[config.mk]
export PLATFORM = sky130hd
export DESIGN_NAME = cpm_hold
export DESIGN_NICKNAME = d
export VERILOG_FILES = /design/src/hdl/cpm_pkg.sv /design/src/hdl/cpm_hold.sv
export SDC_FILE = /design/constraint.sdc
export NUM_CORES = 1
export LEC_CHECK = 0
export ABC_AREA = 1
export BUFFER_PORTS_ARGS = -buffer_cell sky130_fd_sc_hd__clkbuf_2
export CAP_MARGIN = 20
export CORE_MARGIN = 3
export CORE_UTILIZATION = 46
export DETAILED_ROUTE_END_ITERATION = 6
export PLACE_DENSITY = 0.94
export SLEW_MARGIN = 20
export SYNTH_ARGS = -nofsm -noshare
export SYNTH_HDL_FRONTEND = slang
export SYNTH_SLANG_ARGS = --single-unit
[constraint.sdc]
create_clock -name clk_in -period 2 [get_ports clk_in]
set_input_delay 0.2 -clock clk_in [delete_from_list [all_inputs] [get_ports clk_in]]
set_output_delay 0.2 -clock clk_in [all_outputs]
set_load 0.01 [all_outputs]
[src/hdl/cpm_pkg.sv]
// Constants, processor codes and carrier types of the hold handover block
package cpm_pkg;

	// Register map, byte addresses on a 32-bit APB
	localparam logic [11:0] CPM_CTRL_ADDR   = 12'h000;
	localparam logic [11:0] CPM_STATUS_ADDR = 12'h004;
	localparam logic [31:0] CPM_CTRL_RESET  = 32'h0000_0000;

	// Control field positions
	localparam int CPM_CTRL_WR_INV_BIT   = 0;
	localparam int CPM_CTRL_ADDR_HI_BIT  = 1;

	// Status field positions
	localparam int CPM_STAT_HOLD_ACK_BIT = 0;
	localparam int CPM_STAT_FLOAT_BIT    = 1;
	localparam int CPM_STAT_INT_LTH_BIT  = 2;
	localparam int CPM_STAT_BUSY_BIT     = 3;
	localparam int CPM_STAT_WAIT_BIT     = 4;
	localparam int CPM_STAT_HOLD_REQ_BIT = 5;

	// Hold sampling pulse timing
	localparam int CPM_CLK_HZ         = 100_000_000;
	localparam int CPM_SAMPLE_HZ      = 400_000;
	localparam int CPM_SAMPLE_CYCLES  = CPM_CLK_HZ / CPM_SAMPLE_HZ;
	localparam logic [7:0] CPM_SAMPLE_LAST = 8'(CPM_SAMPLE_CYCLES - 1);

	// Processor state codes seen on the state lines
	localparam logic [2:0] CPM_ST_T1      = 3'h2;
	localparam logic [2:0] CPM_ST_T1I     = 3'h6;
	localparam logic [2:0] CPM_ST_T2      = 3'h4;
	localparam logic [2:0] CPM_ST_WAIT    = 3'h0;
	localparam logic [2:0] CPM_ST_T3      = 3'h1;
	localparam logic [2:0] CPM_ST_STOPPED = 3'h3;
	localparam logic [2:0] CPM_ST_T4      = 3'h7;
	localparam logic [2:0] CPM_ST_T5      = 3'h5;

	// Cycle type codes
	localparam logic [1:0] CPM_CC_FETCH = 2'h0;
	localparam logic [1:0] CPM_CC_READ  = 2'h2;
	localparam logic [1:0] CPM_CC_IO    = 2'h1;
	localparam logic [1:0] CPM_CC_WRITE = 2'h3;

	// Hold handover states, Gray coded along idle, active, release
	typedef enum logic [1:0] {
		CPM_HOLD_IDLE    = 2'b00,
		CPM_HOLD_ACTIVE  = 2'b01,
		CPM_HOLD_RELEASE = 2'b11
	} cpm_hold_t;

	// Software options
	typedef struct packed {
		logic addr_hi_route;
		logic wr_invert;
	} cpm_ctrl_t;

	// Cycle type indicators
	typedef struct packed {
		logic fetch;
		logic io;
		logic mem_read;
		logic mem_write;
		logic intr;
	} cpm_cycles_t;

	// Condition flags
	typedef struct packed {
		logic sign;
		logic zero;
		logic parity;
		logic carry;
	} cpm_flags_t;

endpackage

[src/hdl/cpm_hold.sv]
// Hold (DMA) bus handover logic of the processor module with APB control
//
// Operation
// - Hold request sampled only in wait or stopped, by gated 400 kHz pulse.
// - Sampling pulse with hold request present sets hold and drives acknowledge.
// - During hold, float data, I/O strobes, write strobe and address but for bits fourteen, fifteen; disable decoder.
// - Requester may drop hold request after acknowledge; hold persists.
// - Hold lasts until wait request released or interrupt received.
// - Wait release edge presets hold latch, ending hold and acknowledge.
// - Registered interrupt presets hold latch, dropping acknowledge at once.
// - Write strobe active low by default; option makes it active high.
// - Address bits fourteen, fifteen low by default; option routes cycle code.
// - Separate indicators for fetch, I/O, read, write and interrupt cycles.
// - Flags on status outputs, plus four data bits captured in fourth state.
//
// The APB register port and the address map were decided locally.
module cpm_hold
	import cpm_pkg::*;
(
	input  wire logic        clk_in,
	input  wire logic        nrst_in,
	// APB slave
	input  wire logic        psel_in,
	input  wire logic        penable_in,
	input  wire logic        pwrite_in,
	input  wire logic [11:0] paddr_in,
	input  wire logic [31:0] pwdata_in,
	output logic      [31:0] prdata_out,
	output logic             pready_out,
	output logic             pslverr_out,
	// Pins from external requesters
	input  wire logic        wait_req_n_in,
	input  wire logic        hold_req_in,
	input  wire logic        int_req_in,
	input  wire logic        bus_busy_n_in,
	// Processor core side, same clock
	input  wire logic [2:0]  proc_state_in,
	input  wire logic [1:0]  cycle_type_code_in,
	input  wire logic [13:0] core_addr_in,
	input  wire logic [7:0]  core_data_in,
	input  wire cpm_flags_t  core_flags_in,
	input  wire logic        phase_sync_timing_in,
	// Module outputs
	output logic             hold_ack_out,
	output logic             int_latch_out,
	output logic [13:0]      addr_out,
	output logic             address_bit_fourteen_out,
	output logic             address_bit_fifteen_out,
	output logic             addr_oe_n_out,
	output logic [7:0]       data_out,
	output logic             data_oe_n_out,
	output logic             io_in_n_out,
	output logic             io_in_oe_n_out,
	output logic             io_out_n_out,
	output logic             io_out_oe_n_out,
	output logic             wr_strobe_out,
	output logic             wr_oe_n_out,
	output cpm_cycles_t      cycles_out,
	output logic             sign_flag_out,
	output logic             zero_flag_out,
	output logic             parity_flag_out,
	output logic             carry_flag_out,
	output logic [3:0]       t4_data_out
);

	// Pin synchronisers: meta stage, sync stage, delayed copy for edges
	logic [3:0] pin_meta;
	logic [3:0] pin_sync;
	logic [3:0] pin_prev;
	logic       wait_n_s;
	logic       hold_req_s;
	logic       int_req_s;
	logic       busy_n_s;

	always_ff @(posedge clk_in or negedge nrst_in) begin
		if (!nrst_in) begin
			pin_meta <= 4'h9; // Idle levels: busy and wait released, no requests
			pin_sync <= 4'h9;
			pin_prev <= 4'h9;
		end else begin
			pin_meta <= {bus_busy_n_in, int_req_in, hold_req_in, wait_req_n_in};
			pin_sync <= pin_meta;
			pin_prev <= pin_sync;
		end
	end

	assign wait_n_s   = pin_sync[0];
	assign hold_req_s = pin_sync[1];
	assign int_req_s  = pin_sync[2];
	assign busy_n_s   = pin_sync[3];

	// State decode helpers
	function automatic logic is_state(input logic [2:0] st, input logic [2:0] code);
		return st == code;
	endfunction

	function automatic logic is_cycle(input logic [1:0] cc, input logic [1:0] code);
		return cc == code;
	endfunction

	logic wait_or_stop;
	assign wait_or_stop = is_state(proc_state_in, CPM_ST_WAIT)
	                    | is_state(proc_state_in, CPM_ST_STOPPED);

	// Free-running divider giving one pulse every 400 kHz period
	logic [7:0] sample_cnt;
	logic       sample_pulse;

	always_ff @(posedge clk_in or negedge nrst_in) begin
		if (!nrst_in) begin
			sample_cnt <= 8'h00;
		end else if (sample_cnt == CPM_SAMPLE_LAST) begin
			sample_cnt <= 8'h00;
		end else begin
			sample_cnt <= sample_cnt + 8'h01;
		end
	end

	assign sample_pulse = (sample_cnt == CPM_SAMPLE_LAST) & wait_or_stop;

	// Interrupt request latch, then interrupt latch on the phase sync pulse
	logic int_req_latch;
	logic int_latch;
	logic int_latch_d;
	logic int_cycle;
	logic int_rise;

	always_ff @(posedge clk_in or negedge nrst_in) begin
		if (!nrst_in) begin
			int_req_latch <= 1'b0;
		end else if (int_req_s & ~pin_prev[2]) begin
			int_req_latch <= 1'b1; // New request wins over acknowledge
		end else if (is_state(proc_state_in, CPM_ST_T1I)) begin
			int_req_latch <= 1'b0;
		end
	end

	always_ff @(posedge clk_in or negedge nrst_in) begin
		if (!nrst_in) begin
			int_latch   <= 1'b0;
			int_latch_d <= 1'b0;
		end else begin
			if (phase_sync_timing_in) begin
				int_latch <= int_req_latch;
			end
			int_latch_d <= int_latch;
		end
	end

	assign int_rise      = int_latch & ~int_latch_d;
	assign int_latch_out = int_latch;

	// Interrupt cycle latch: set in T1I, reset in T1 or stopped
	always_ff @(posedge clk_in or negedge nrst_in) begin
		if (!nrst_in) begin
			int_cycle <= 1'b0;
		end else if (is_state(proc_state_in, CPM_ST_T1I)) begin
			int_cycle <= 1'b1;
		end else if (is_state(proc_state_in, CPM_ST_T1)
		          | is_state(proc_state_in, CPM_ST_STOPPED)) begin
			int_cycle <= 1'b0;
		end
	end

	// Hold handover state machine
	cpm_hold_t hold_st;
	cpm_hold_t next_hold_st;
	logic      wait_release;
	logic      hold_end;
	logic      floating;

	assign wait_release = wait_n_s & ~pin_prev[0];
	assign hold_end     = wait_release | int_rise;

	always_comb begin
		next_hold_st = hold_st;
		case (hold_st)
			CPM_HOLD_IDLE: begin
				if (sample_pulse & hold_req_s & ~hold_end) begin
					next_hold_st = CPM_HOLD_ACTIVE;
				end
			end
			CPM_HOLD_ACTIVE: begin
				if (hold_end) begin
					next_hold_st = CPM_HOLD_RELEASE;
				end
			end
			CPM_HOLD_RELEASE: begin
				next_hold_st = CPM_HOLD_IDLE;
			end
			default: begin
				next_hold_st = CPM_HOLD_IDLE;
			end
		endcase
	end

	// Hold request is not looked at while active, so it may be withdrawn
	always_ff @(posedge clk_in or negedge nrst_in) begin
		if (!nrst_in) begin
			hold_st <= CPM_HOLD_IDLE;
		end else begin
			hold_st <= next_hold_st;
		end
	end

	// Preset drops the acknowledge in the same cycle as the end event
	assign hold_ack_out = (hold_st == CPM_HOLD_ACTIVE) & ~hold_end;
	assign floating     = hold_st != CPM_HOLD_IDLE;

	// Control register
	cpm_ctrl_t ctrl;
	logic      apb_setup;
	logic      apb_access;
	logic      addr_ok;

	assign apb_setup  = psel_in & ~penable_in;
	assign apb_access = psel_in & penable_in;
	assign addr_ok    = (paddr_in == CPM_CTRL_ADDR) | (paddr_in == CPM_STATUS_ADDR);

	always_ff @(posedge clk_in or negedge nrst_in) begin
		if (!nrst_in) begin
			ctrl <= cpm_ctrl_t'(CPM_CTRL_RESET[1:0]);
		end else if (apb_access & pwrite_in & (paddr_in == CPM_CTRL_ADDR)) begin
			ctrl.wr_invert     <= pwdata_in[CPM_CTRL_WR_INV_BIT];
			ctrl.addr_hi_route <= pwdata_in[CPM_CTRL_ADDR_HI_BIT];
		end
	end

	// Read data captured in the setup cycle, answered in the access cycle
	logic [31:0] next_rdata;

	always_comb begin
		next_rdata = 32'h0000_0000;
		if (paddr_in == CPM_CTRL_ADDR) begin
			next_rdata[CPM_CTRL_WR_INV_BIT]  = ctrl.wr_invert;
			next_rdata[CPM_CTRL_ADDR_HI_BIT] = ctrl.addr_hi_route;
		end else if (paddr_in == CPM_STATUS_ADDR) begin
			next_rdata[CPM_STAT_HOLD_ACK_BIT] = hold_ack_out;
			next_rdata[CPM_STAT_FLOAT_BIT]    = floating;
			next_rdata[CPM_STAT_INT_LTH_BIT]  = int_latch;
			next_rdata[CPM_STAT_BUSY_BIT]     = ~busy_n_s;
			next_rdata[CPM_STAT_WAIT_BIT]     = ~wait_n_s;
			next_rdata[CPM_STAT_HOLD_REQ_BIT] = hold_req_s;
		end
	end

	always_ff @(posedge clk_in or negedge nrst_in) begin
		if (!nrst_in) begin
			prdata_out <= 32'h0000_0000;
		end else if (apb_setup & ~pwrite_in) begin
			prdata_out <= next_rdata;
		end
	end

	assign pready_out  = apb_access;
	assign pslverr_out = apb_access & ~addr_ok;

	// Cycle decoder and bus drivers; decoder disabled while floating
	logic t3;
	logic io_out_dir;
	logic wr_active;

	assign t3         = is_state(proc_state_in, CPM_ST_T3);
	assign io_out_dir = core_addr_in[13] | core_addr_in[12];
	assign wr_active  = is_cycle(cycle_type_code_in, CPM_CC_WRITE) & t3;

	always_ff @(posedge clk_in or negedge nrst_in) begin
		if (!nrst_in) begin
			cycles_out               <= '0;
			addr_out                 <= 14'h0000;
			address_bit_fourteen_out <= 1'b0;
			address_bit_fifteen_out  <= 1'b0;
			data_out                 <= 8'h00;
			io_in_n_out              <= 1'b1;
			io_out_n_out             <= 1'b1;
			wr_strobe_out            <= 1'b1;
		end else begin
			cycles_out.fetch     <= ~floating & is_cycle(cycle_type_code_in, CPM_CC_FETCH);
			cycles_out.io        <= ~floating & is_cycle(cycle_type_code_in, CPM_CC_IO);
			cycles_out.mem_read  <= ~floating & is_cycle(cycle_type_code_in, CPM_CC_READ);
			cycles_out.mem_write <= ~floating & is_cycle(cycle_type_code_in, CPM_CC_WRITE);
			cycles_out.intr      <= ~floating & int_cycle;
			addr_out             <= core_addr_in;
			address_bit_fourteen_out <= ctrl.addr_hi_route & cycle_type_code_in[0];
			address_bit_fifteen_out  <= ctrl.addr_hi_route & cycle_type_code_in[1];
			data_out             <= core_data_in;
			io_in_n_out  <= ~(is_cycle(cycle_type_code_in, CPM_CC_IO) & t3 & ~io_out_dir);
			io_out_n_out <= ~(is_cycle(cycle_type_code_in, CPM_CC_IO) & t3 & io_out_dir);
			wr_strobe_out <= ctrl.wr_invert ? wr_active : ~wr_active;
		end
	end

	// Output enables, low while driving; high from the hold until after release
	assign addr_oe_n_out   = floating;
	assign data_oe_n_out   = floating;
	assign io_in_oe_n_out  = floating;
	assign io_out_oe_n_out = floating;
	assign wr_oe_n_out     = floating;

	// Flags and fourth-state data
	always_ff @(posedge clk_in or negedge nrst_in) begin
		if (!nrst_in) begin
			sign_flag_out   <= 1'b0;
			zero_flag_out   <= 1'b0;
			parity_flag_out <= 1'b0;
			carry_flag_out  <= 1'b0;
			t4_data_out     <= 4'h0;
		end else begin
			sign_flag_out   <= core_flags_in.sign;
			zero_flag_out   <= core_flags_in.zero;
			parity_flag_out <= core_flags_in.parity;
			carry_flag_out  <= core_flags_in.carry;
			if (is_state(proc_state_in, CPM_ST_T4)) begin
				t4_data_out <= core_data_in[7:4];
			end
		end
	end
endmodule

==> results.md, run 1 <==
* Nets at 480
* Final min period at approximately 1.7 ns
* Max-cap violations at 0
* GP Congestion at between 0.7 and 0.8
* Fill count at 410
* Area growth syn-to-layout at 38.5%
* Max-Slew Margin vs Limit at between 50% and 60%
* Die H at ~83 um
* CP Launch Type: register
* Commonest cells after routing, fill and taps aside: 108 x clkbuf_2, 64 x dfrtp_1, 35 x nand2_1, 31 x dlygate4sd3_1, 28 x inv_1
* Status: finished, final reports clean
* Initial detailed-routing violation count at 60
* Wire per inst at 13.0 um
* Total power divided by cell area at between 800 and 900 mW/mm^2
* Pin count of the biggest net entering global routing at 54
* Worst R2R Path Depth at 4
* Via-to-Cell Ratio at roughly 4.5
* Synth cell types at 28
* Setup bufs post-CTS at 0
* CP Capture Point: data_oe_n_out
* TritonCTS buffer count at 9
* CTS H-tree lvls at 3
* DR vias at around 2,100
* Mapped Cells at around 250
* Routed wire length at 6110 um
* Min Hold Slack at approximately 0.072 ns
* Post-route clock period utilization at a little under nine tenths
* Total grt overflow at 0
* RR Endpoint: hold_st[0]
* Core area at around 0.0056 mm^2
* Tightest Hold Check Type: in2reg
* Combinational power share at a little under an eighth
* R2R setup slack at about 0.67 ns
* GRT Total Usage at 18.8%
* Clock transition at path regs at about 0.080 ns
* Slew Viols, Final at 0
* Clock Latency Late Sink at 0.33 ns
* Clk_skew at 0.00781 ns
* FF-to-FF Start: hold_st[0]
* Fin. Hold Viols at 0
* Die ar. at 0.00694 mm^2
* CTS tree: yes
* # clock sinks at just over 70
* Vias in the first global route at approximately 2,300
* Syn. warnings at 0
* Initial antenna violation count at 0
* Synth Cell Area at ~0.0027 mm^2
* Avg Synthesized Cell Area at 11.1 um^2
* Switching part of the total power at 24.2%
* Clock tree buffer depth at 2
* Critical Path AT at 1.51 ns
* Worst Setup SP: hold_st[1]
* Antenna viol nets, final at 0
* Final setup viols at 0
* Internal power at 2.44 mW
* Sequential-to-total area share from yosys stat at approximately two thirds
* Die Wd at between 80 and 90 um
* Seq pwr share at 48.6%
* Share of cells above drive strength 1 at a little under two fifths
* Leakage at ~2 nW
* Worst Path Class, Setup: reg2out
* PortBufs at ~110
* Critical Path Sink Type: output pin
* Worst-margin pin slew at a little over 0.7 ns
* VDD IR max at slightly below 0.7 mV
* CTS root buf: clkbuf_8
* DP HPWL at about 4200 um
* Antenna diodes at 0
* Synthesized flop and latch total at around 70
* Row count at 27
* Fin util at between 60% and 70%
* Net switching power at 0.778 mW
* Initial Utilization at between 40% and 50%
* Crit path required time at about 1.8 ns
* Residual DRC at 0
* RSZ-0062 raised after global routing: no
* Global-route wire length before repair at 10,300 um
* Clk pwr share at around 40%
* Max frequency at 585 MHz
* Ports at between 150 and 200
* Final TNS setup at 0 ns
* Crit Path Max Fanout at 12
* Commonest non-fill, non-tap cell in the layout: clkbuf_2
* TritonRoute pass-1 iters at 4
-- per-stage QoR --
stage	total power [mW]	cells	instance area (um^2)	worst slack, ns
after floorplan	1.78	272	2840	0.836
after global placement	1.90	423	3270	0.691
after detailed placement	1.91	423	3270	0.652
after CTS	3.25	470	3810	0.272
after global routing	3.37	470	3810	0.172
final	3.22	470	3810	0.291
-- Yosys cell counts --
cell type  number  area (um^2)
dfstp_2         8          210
nand3_2         1         10.0
xor2_1          1         8.76
conb_1          1         3.75
buf_2           1         5.00
nor2_1         22         82.6
inv_1          28          105
nor3_2          1         10.0
buf_4          30          225
mux2_2          4         45.0
dfrtp_1        64         1600
a21oi_1         5         25.0
inv_2           1         3.75
o21ai_0         7         35.0
nand2_1        35          131
and2_4          1         8.76
ha_1            2         25.0
o21ai_1         5         25.0
nand4_1         3         18.8
or2_1           1         6.26
nor2_4          1         11.3
a22oi_1         1         7.51
nor3_1          8         40.0
nand3_1        11         55.1
nand2_2         2         12.5
nor4_2          1         12.5
nor3_4          1         16.3
or2_0           1         6.26
-- state kept, by name (all words and copies together) (netlist names), 2 cells and up --
| signal | flops |
|---|---|
| sample_cnt | 8 |
| prdata_out | 6 |
| cycles_out | 5 |
| addr_out | 14 |
| ctrl | 2 |
| hold_st | 2 |
| pin_prev | 2 |
| pin_meta | 4 |
| pin_sync | 4 |
| data_out | 8 |
| t4_data_out | 4 |
-- critical path: stages (launching register included) --
cell      delay, ns
dfrtp_1        0.35
or2_0          0.57
clkbuf_2       0.25
-- per-layer routing --
layer	up-vias	global-route usage (%)	wire [um]
li1	1017	-	-
met1	990	19.1	2120
met2	94	34.0	3310
met3	18	6.65	513
met4	0	8.92	157
met5	-	0	0
-- worst min path at each step --
stage,startpoint,endpoint,slack [ns],depth (start not counted)
5_1_grt,phase_sync_timing_in,int_latch_out,0.07,2
6_report,phase_sync_timing_in,int_latch_out,0.07,2
2_1_floorplan,nrst_in,addr_out[0],-0.1,0
4_1_cts,phase_sync_timing_in,int_latch_out,0.06,2
3_5_place_dp,nrst_in,addr_out[0],0.18,1
3_3_place_gp,nrst_in,addr_out[0],0.16,1
-- kinds of logic after synthesis --
logic type / synth area share [%]
AOI/OAI and AO/OA: 3.37
xor gates and xnor gates: 0.319
adders and majority gates: 0.911
buffers and inverters: 12.3
DFF: 65.9
muxes: 1.64
other: 0.136
and+or+nand+nor: 15.3
-- timing repair --
| item | 4_1_cts | 5_1_grt |
|---|---|---|
| hold endpoints to repair | 49 | 0 |
| hold buffers | 31 | 0 |
| resized for setup | 0 | 0 |
| setup endpoints to repair | 0 | 0 |
-- power by group through the flow --
| stage | Combinational (mW) | Sequential (mW) | Clock, mW |
|---|---|---|---|
| floorplan | 0.162 | 1.62 | 0 |
| global placement | 0.312 | 1.59 | 0 |
| detailed placement | 0.321 | 1.59 | 0 |
| CTS | 0.370 | 1.56 | 1.31 |
| global route | 0.409 | 1.58 | 1.39 |
| finish | 0.370 | 1.57 | 1.28 |
-- final cells by class --
cell class	count	area (um^2)	area share (%)
Inverter	29	109	2.86
Clock buffer	10	138	3.62
Timing Repair Buffer	141	876	23.0
Sequential cell	72	1810	47.6
Multi-Input combinational cell	140	691	18.1
Tap cell	72	90.1	2.37
Clock inverter	6	91.3	2.40
Power figures use the tool's default switching activity.
==> inputs of run 2 (changes only) <==
CORE_UTILIZATION = 39   (was 46)
PLACE_DENSITY = 0.85   (was 0.94)
clock period = 1.4 ns   (was 2 ns; I/O delays follow)
==> run 2 against run 1 <==
Total power grew 45%. Critical path depth increased by 1. Final cell count up 6.6%. Combinational power is 76% higher. Critical endpoint is now io_in_oe_n_out. Setup slack got worse by 0.29 ns. Critical path type unchanged. Wire length increased by 5.5%. Utilization shrank 6.9 points. Sequential power increased by 43%. Die area is 17% higher.
==> results.md, run 2 (synthesized netlist as in run 1, its figures left out) <==
* Leakage at 2.09 nW (+2.6%)
* RSZ-0062 raised after global routing: yes
* Reg with most FFs: addr_out
* Core area at 0.00657 mm^2 (+16%)
* Share of cells above drive strength 1 at 39.5% (+2.5 points)
* Setup ws final at 0.00411 ns (-0.287 ns)
* Ports at 166 (unchanged)
* Pin count of the biggest net entering global routing at 35 (-35%)
* Min Hold Slack at 0.0232 ns (-0.0484 ns)
* Die ar. at 0.00809 mm^2 (+17%)
* Antenna viol nets, final at 0 (unchanged)
* Initial detailed-routing violation count at 81 (+35%)
* Final setup viols at 0 (unchanged)
* Clk_skew at 0.00995 ns (+0.00214 ns)
* TritonCTS buffer count at 9 (unchanged)
* Crit path required time at 1.26 ns (-0.54 ns)
* Final min period at 1.40 ns
* Worst Path Class, Setup: reg2out
* Critical Path AT at 1.26 ns (-0.25 ns)
* Final TNS setup at 0 ns (unchanged)
* Nets at 490 (+2.1%)
* Initial antenna violation count at 0 (unchanged)
* Slew Viols, Final at 0 (unchanged)
* Vias in the first global route at 2,277 (-2.1%)
* Critical Path Sink Type: output pin
* Fill count at 511 (+25%)
* VDD IR max at 0.800 mV (+17%)
* Largest register FFs at 14 (unchanged)
* CTS root buf: clkbuf_8
* Via-to-Cell Ratio at 4.28 (-5.1%)
* Tightest Hold Check Type: in2reg
* CP Launch Type: register
* Max-cap violations at 0 (unchanged)
* Status: finished, final reports clean
* Hold depth at 3 (+1)
* Die Wd at 89.9 um (+8.0%)
* Area growth syn-to-layout at 44.9%
* Dpl ws at 0.0883 ns (-0.564 ns)
* Clock tree buffer depth at 2 (unchanged)
* Final Non-Filler Cells at 501 (+6.6%)
* # clock sinks at 72 (unchanged)
* Commonest cells after routing, fill and taps aside: 102 x clkbuf_2, 64 x dfrtp_1, 33 x nand2_1, 33 x dlygate4sd3_1, 27 x inv_1
* Routed wire length at 6440 um (+5.5%)
* Antenna diodes at 0 (unchanged)
* Fin. Hold Viols at 0 (unchanged)
* CTS tree: yes
* Clock Latency Late Sink at 0.34 ns (about the same)
* Largest regs: addr_out: 14 flops, data_out: 8 flops, sample_cnt: 8 flops
* GRT Total Usage at 16.8% (-2.0 points)
* Wire per inst at 12.9 um (-0.99%)
* PortBufs at 109 (unchanged)
* TritonRoute pass-1 iters at 4 (unchanged)
* Row count at 29 (+7.4%)
* Clock transition at path regs at 0.08 ns (about the same)
* DP HPWL at 4270 um (+2.5%)
* Global-route wire length before repair at 10,700 um (+3.9%)
* Post-route clock period utilization at roughly 100%
* Max frequency at between 700 and 800 MHz
* GP Congestion at 0.854 (+17%)
* Initial Utilization at 41.8% (-6.9 points)
* CTS H-tree lvls at 3 (unchanged)
* Commonest non-fill, non-tap cell in the layout: clkbuf_2
* Total grt overflow at 0 (unchanged)
* Placed Cells at 446 (+5.4%)
* Crit Path Max Fanout at 5 (-7)
* DR vias at 2,143 (+1.1%)
* Die H at 89.9 um (+8.0%)
* Worst R2R Path Depth at 6 (+2)
* Total power divided by cell area at 1170 mW/mm^2 (+39%)
* Residual DRC at 0 (unchanged)
run 2: power breakdown:
part,switching (mW),internal [mW]
Sequential,0.0412,2.19
Clock,0.784,1.00
Combinational,0.325,0.326
run 2: worst max-delay path, cell delays in order (launching register included):
cell and delay, ns:
dfrtp_1 0.38, or2_4 0.28, buf_12 0.14, buf_6 0.11
run 2: layout make-up:
type / count / area (um^2) / share of cell area, %
multi-input combinational: 140 / 711 / 17.9
tap: 93 / 116 / 2.92
timing repair buffer: 151 / 1010 / 25.4
clock buffer: 9 / 124 / 3.11
sequential: 72 / 1810 / 45.5
clock inverter: 7 / 96.3 / 2.42
inverter: 29 / 109 / 2.73
run 2: metal layers:
layer  vias up  global-route usage, %  share of wire (%)
li1       1034                      -                  -
met1      1002                   17.4                 37
met2        91                   30.1                 53
met3        16                   6.09                7.9
met4         0                   7.65                2.5
met5         -                      0                  0
run 2: timing repair:
| item | 4_1_cts | 5_1_grt |
|---|---|---|
| hold buffers | 33 | 0 |
| pin swaps | 1 | 4 |
| gates cloned | 0 | 0 |
| resized for setup | 4 | 18 |
| endpoints found under the hold margin | 81 | 0 |
| setup endpoints to repair | 6 | 11 |
| setup buffers | 3 | 3 |
run 2: stage by stage:
step           utilization, %  power, mW  instance area [um^2]
6_report                 60.6       4.67                  3980
5_1_grt                  60.6       4.89                  3980
4_1_cts                  59.5       4.65                  3910
3_5_place_dp             50.4       2.74                  3310
3_3_place_gp             50.4       2.73                  3310
2_1_floorplan               -       2.54                  2840
run 2: path summary, 6_finish.rpt:
kind	startpoint	slack [ns]	to
max	hold_st[0]	0.004	io_in_oe_n_out
min	pwdata_in[1]	0.02	ctrl[1]
max reg2reg	hold_st[0]	0.11	hold_st[0]
min reg2reg	pin_meta[2]	0.35	pin_sync[2]
max in group asynchronous	nrst_in	0.66	parity_flag_out
min in group asynchronous	nrst_in	0.21	address_bit_fourteen_out
==> inputs of run 3 (changes only) <==
clock period = 1.2 ns   (was 1.4 ns; I/O delays follow)
==> run 3 against run 2 <==
The run now ends with setup timing left. Final cell count up 1.8%. Via count rose by 2.3%. Clock power is 23% higher. Count of clock-buffer cells in the layout rose by 4. First-iteration DRC count is 32% lower. Clock skew decreased by 0.0037 ns. Global-route usage is 0.32 points lower. Largest power group unchanged.
==> results.md, run 3 (synthesized netlist as in run 1, its figures left out) <==
* Status: finished with violations
* Failing checks: setup timing
* Initial detailed-routing violation count at 55 (-32%)
* Final min period at 1.35 ns
* Crit-path slowest cell: dfrtp_1
* Net switching power at 1.25 mW (+8.4%)
* Wire per inst at 12.9 um (+0.61%)
* RSZ-0062 raised after global routing: yes
* Worst Path Class, Setup: reg2out
* Clk pwr share at 39.3% (+1.1 points)
* Largest regs: addr_out: 14 flops, data_out: 8 flops, sample_cnt: 8 flops
* VDD IR max at 0.885 mV (+11%)
* Fin util at 63.1% (+2.5 points)
* Post-route clock period utilization at 113%
* Row count at 29 (unchanged)
* Antenna viol nets, final at 0 (unchanged)
* DR vias at 2,192 (+2.3%)
* Final Non-Filler Cells at 510 (+1.8%)
* Largest register FFs at 14 (unchanged)
* Placed Cells at 449 (+0.67%)
* CP Launch Type: register
* Global-route wire length before repair at 10,600 um (-1.0%)
* Ports at 166 (unchanged)
* Tightest Hold Check Type: in2reg
* Clock transition at path regs at 0.07 ns (about the same)
* Die H at 89.9 um (unchanged)
* Leakage at 2.16 nW (+3.5%)
* Pin count of the biggest net entering global routing at 28 (-20%)
* CP max stage delay at 0.38 ns (about the same)
* GP Congestion at 0.817 (-4.4%)
* Initial Utilization at 41.8% (unchanged)
* CTS tree: yes
* Via-to-Cell Ratio at 4.30 (+0.48%)
* Fill count at 498 (-2.5%)
* Antenna diodes at 0 (unchanged)
* Clock tree buffer depth at 2 (unchanged)
* Global-route track usage on met1 at 15.9% (-1.5 points)
* Clk_skew at 0.00626 ns (-0.00369 ns)
* Max-cap violations at 0 (unchanged)
* Nets at 500 (+2.0%)
* R2R setup slack at -0.12 ns (-0.23 ns)
* Total power divided by cell area at 1350 mW/mm^2 (+15%)
* Commonest cells after routing, fill and taps aside: 102 x clkbuf_2, 64 x dfrtp_1, 34 x dlygate4sd3_1, 32 x nand2_1
* Min Hold Slack at 0.0381 ns (+0.0150 ns)
* Hold depth at 3 (unchanged)
* Switching part of the total power at 22.3% (-2.3 points)
* # clock sinks at 72 (unchanged)
* Setup ws final at -0.152 ns (-0.156 ns)
* DP HPWL at 4300 um (+0.71%)
* CTS root buf: clkbuf_8
* Reg with most FFs: addr_out
* Critical Path Sink Type: output pin
* TritonCTS buffer count at 9 (unchanged)
* Internal power at 4.34 mW (+23%)
* Fin. Hold Viols at 0 (unchanged)
* Commonest non-fill, non-tap cell in the layout: clkbuf_2
* Busiest layer in global routing: met2
* TritonRoute pass-1 iters at 4 (unchanged)
* CTS H-tree lvls at 3 (unchanged)
* GR Layer Usage met2 at 30.3% (+0.19 points)
* Worst R2R Path Depth at 7 (+1)
* Die Wd at 89.9 um (unchanged)
* Combinational power share at 13.9% (about the same)
* Met3 Resource Use GR at 5.76% (-0.33 points)
* Share of cells above drive strength 1 at 44.6% (+5.1 points)
* PortBufs at 109 (unchanged)
* Crit Path Max Fanout at 5 (unchanged)
* Crit path required time at 1.08 ns (-0.18 ns)
* Cell-by-cell trace of the critical path: or2_4 > buf_6 > buf_6
* Total grt overflow at 0 (unchanged)
* Die ar. at 0.00809 mm^2 (unchanged)
* Clock Latency Late Sink at 0.33 ns (about the same)
* Max frequency at ~740 MHz
* Slew Viols, Final at 0 (unchanged)
* Initial antenna violation count at 0 (unchanged)
* Final setup viols at 18 (+18)
* GRT Total Usage at 16.4% (-0.32 points)
* Seq pwr share at 46.7% (-1.2 points)
* Area growth syn-to-layout at 50.8%
* Residual DRC at 0 (unchanged)
* Top cell by count, worst path: buf_6
* Vias in the first global route at 2,332 (+2.4%)
* Critical Path AT at 1.23 ns (-0.03 ns)
* Core area at 0.00657 mm^2 (unchanged)
* Routed wire length at 6600 um (+2.4%)
==> run 3: cell count changes in the layout (fill, tap and decap cells not counted), sizes merged <==
cell and change:
buf +9, clkbuf +4, clkinvlp -3, clkinv -2
dlygate4sd3 +1
==> run 3: final timing paths <==
check / start / end
max in group asynchronous: nrst_in / pin_prev[0]
worst min-delay path: pwdata_in[1] / ctrl[1]
worst max register to register: sample_cnt[1] / sample_cnt[7]
min in group asynchronous: nrst_in / cycles_out[0]
worst min register to register: pin_meta[2] / pin_sync[2]
worst max-delay path: hold_st[0] / wr_oe_n_out
==> run 3: power by group through the flow <==
stage	clock network [mW]	logic [mW]	registers [mW]
2_1_floorplan	0	0.270	2.70
3_3_place_gp	0	0.547	2.65
3_5_place_dp	0	0.556	2.66
4_1_cts	2.27	0.663	2.61
5_1_grt	2.37	0.850	2.62
6_report	2.20	0.779	2.61
==> run 3: what timing repair did <==
action                                  CTS  global route
endpoints found under the setup margin   14            16
pin swaps                                 6             8
hold buffers                             34             0
endpoints found under the hold margin   103             0
resized for setup                        15            28
buffers inserted                          6             6
==> run 3: area by class of cell <==
cell class,instances,area (um^2),share of cell area (%)
multi-input cells,140,779,18.8
clock inverters,2,60.1,1.45
clock buffers,13,179,4.32
well taps,93,116,2.81
inverters,29,109,2.63
flip-flops and latches,72,1810,43.7
repair buffers,161,1090,26.3
==> run 3: metal layers <==
layer	vias to the layer above	wire length [um]
met1	1037	2290
met5	-	0
met3	15	487
li1	1051	-
met2	89	3660
met4	0	155
==> run 3: worst max-delay path, delay by kind of cell, from the launching register on <==
kind,cells,cell delay [ns]
flip-flops,1,0.38
AND/OR/NAND/NOR,1,0.27
buffers and inverters,2,0.25
==> run 3: per-stage QoR <==
stage | worst slack [ns] | setup TNS (ns) | total power, mW | instance area, um^2
2_1_floorplan | 0.0362 | 0 | 2.97 | 2840
3_5_place_dp | -0.0925 | -0.357 | 3.21 | 3330
6_report | -0.152 | -1.85 | 5.59 | 4140
5_1_grt | -0.218 | -3.16 | 5.85 | 4140
4_1_cts | -0.214 | -1.85 | 5.54 | 4010
3_3_place_gp | -0.0100 | -0.0100 | 3.19 | 3330
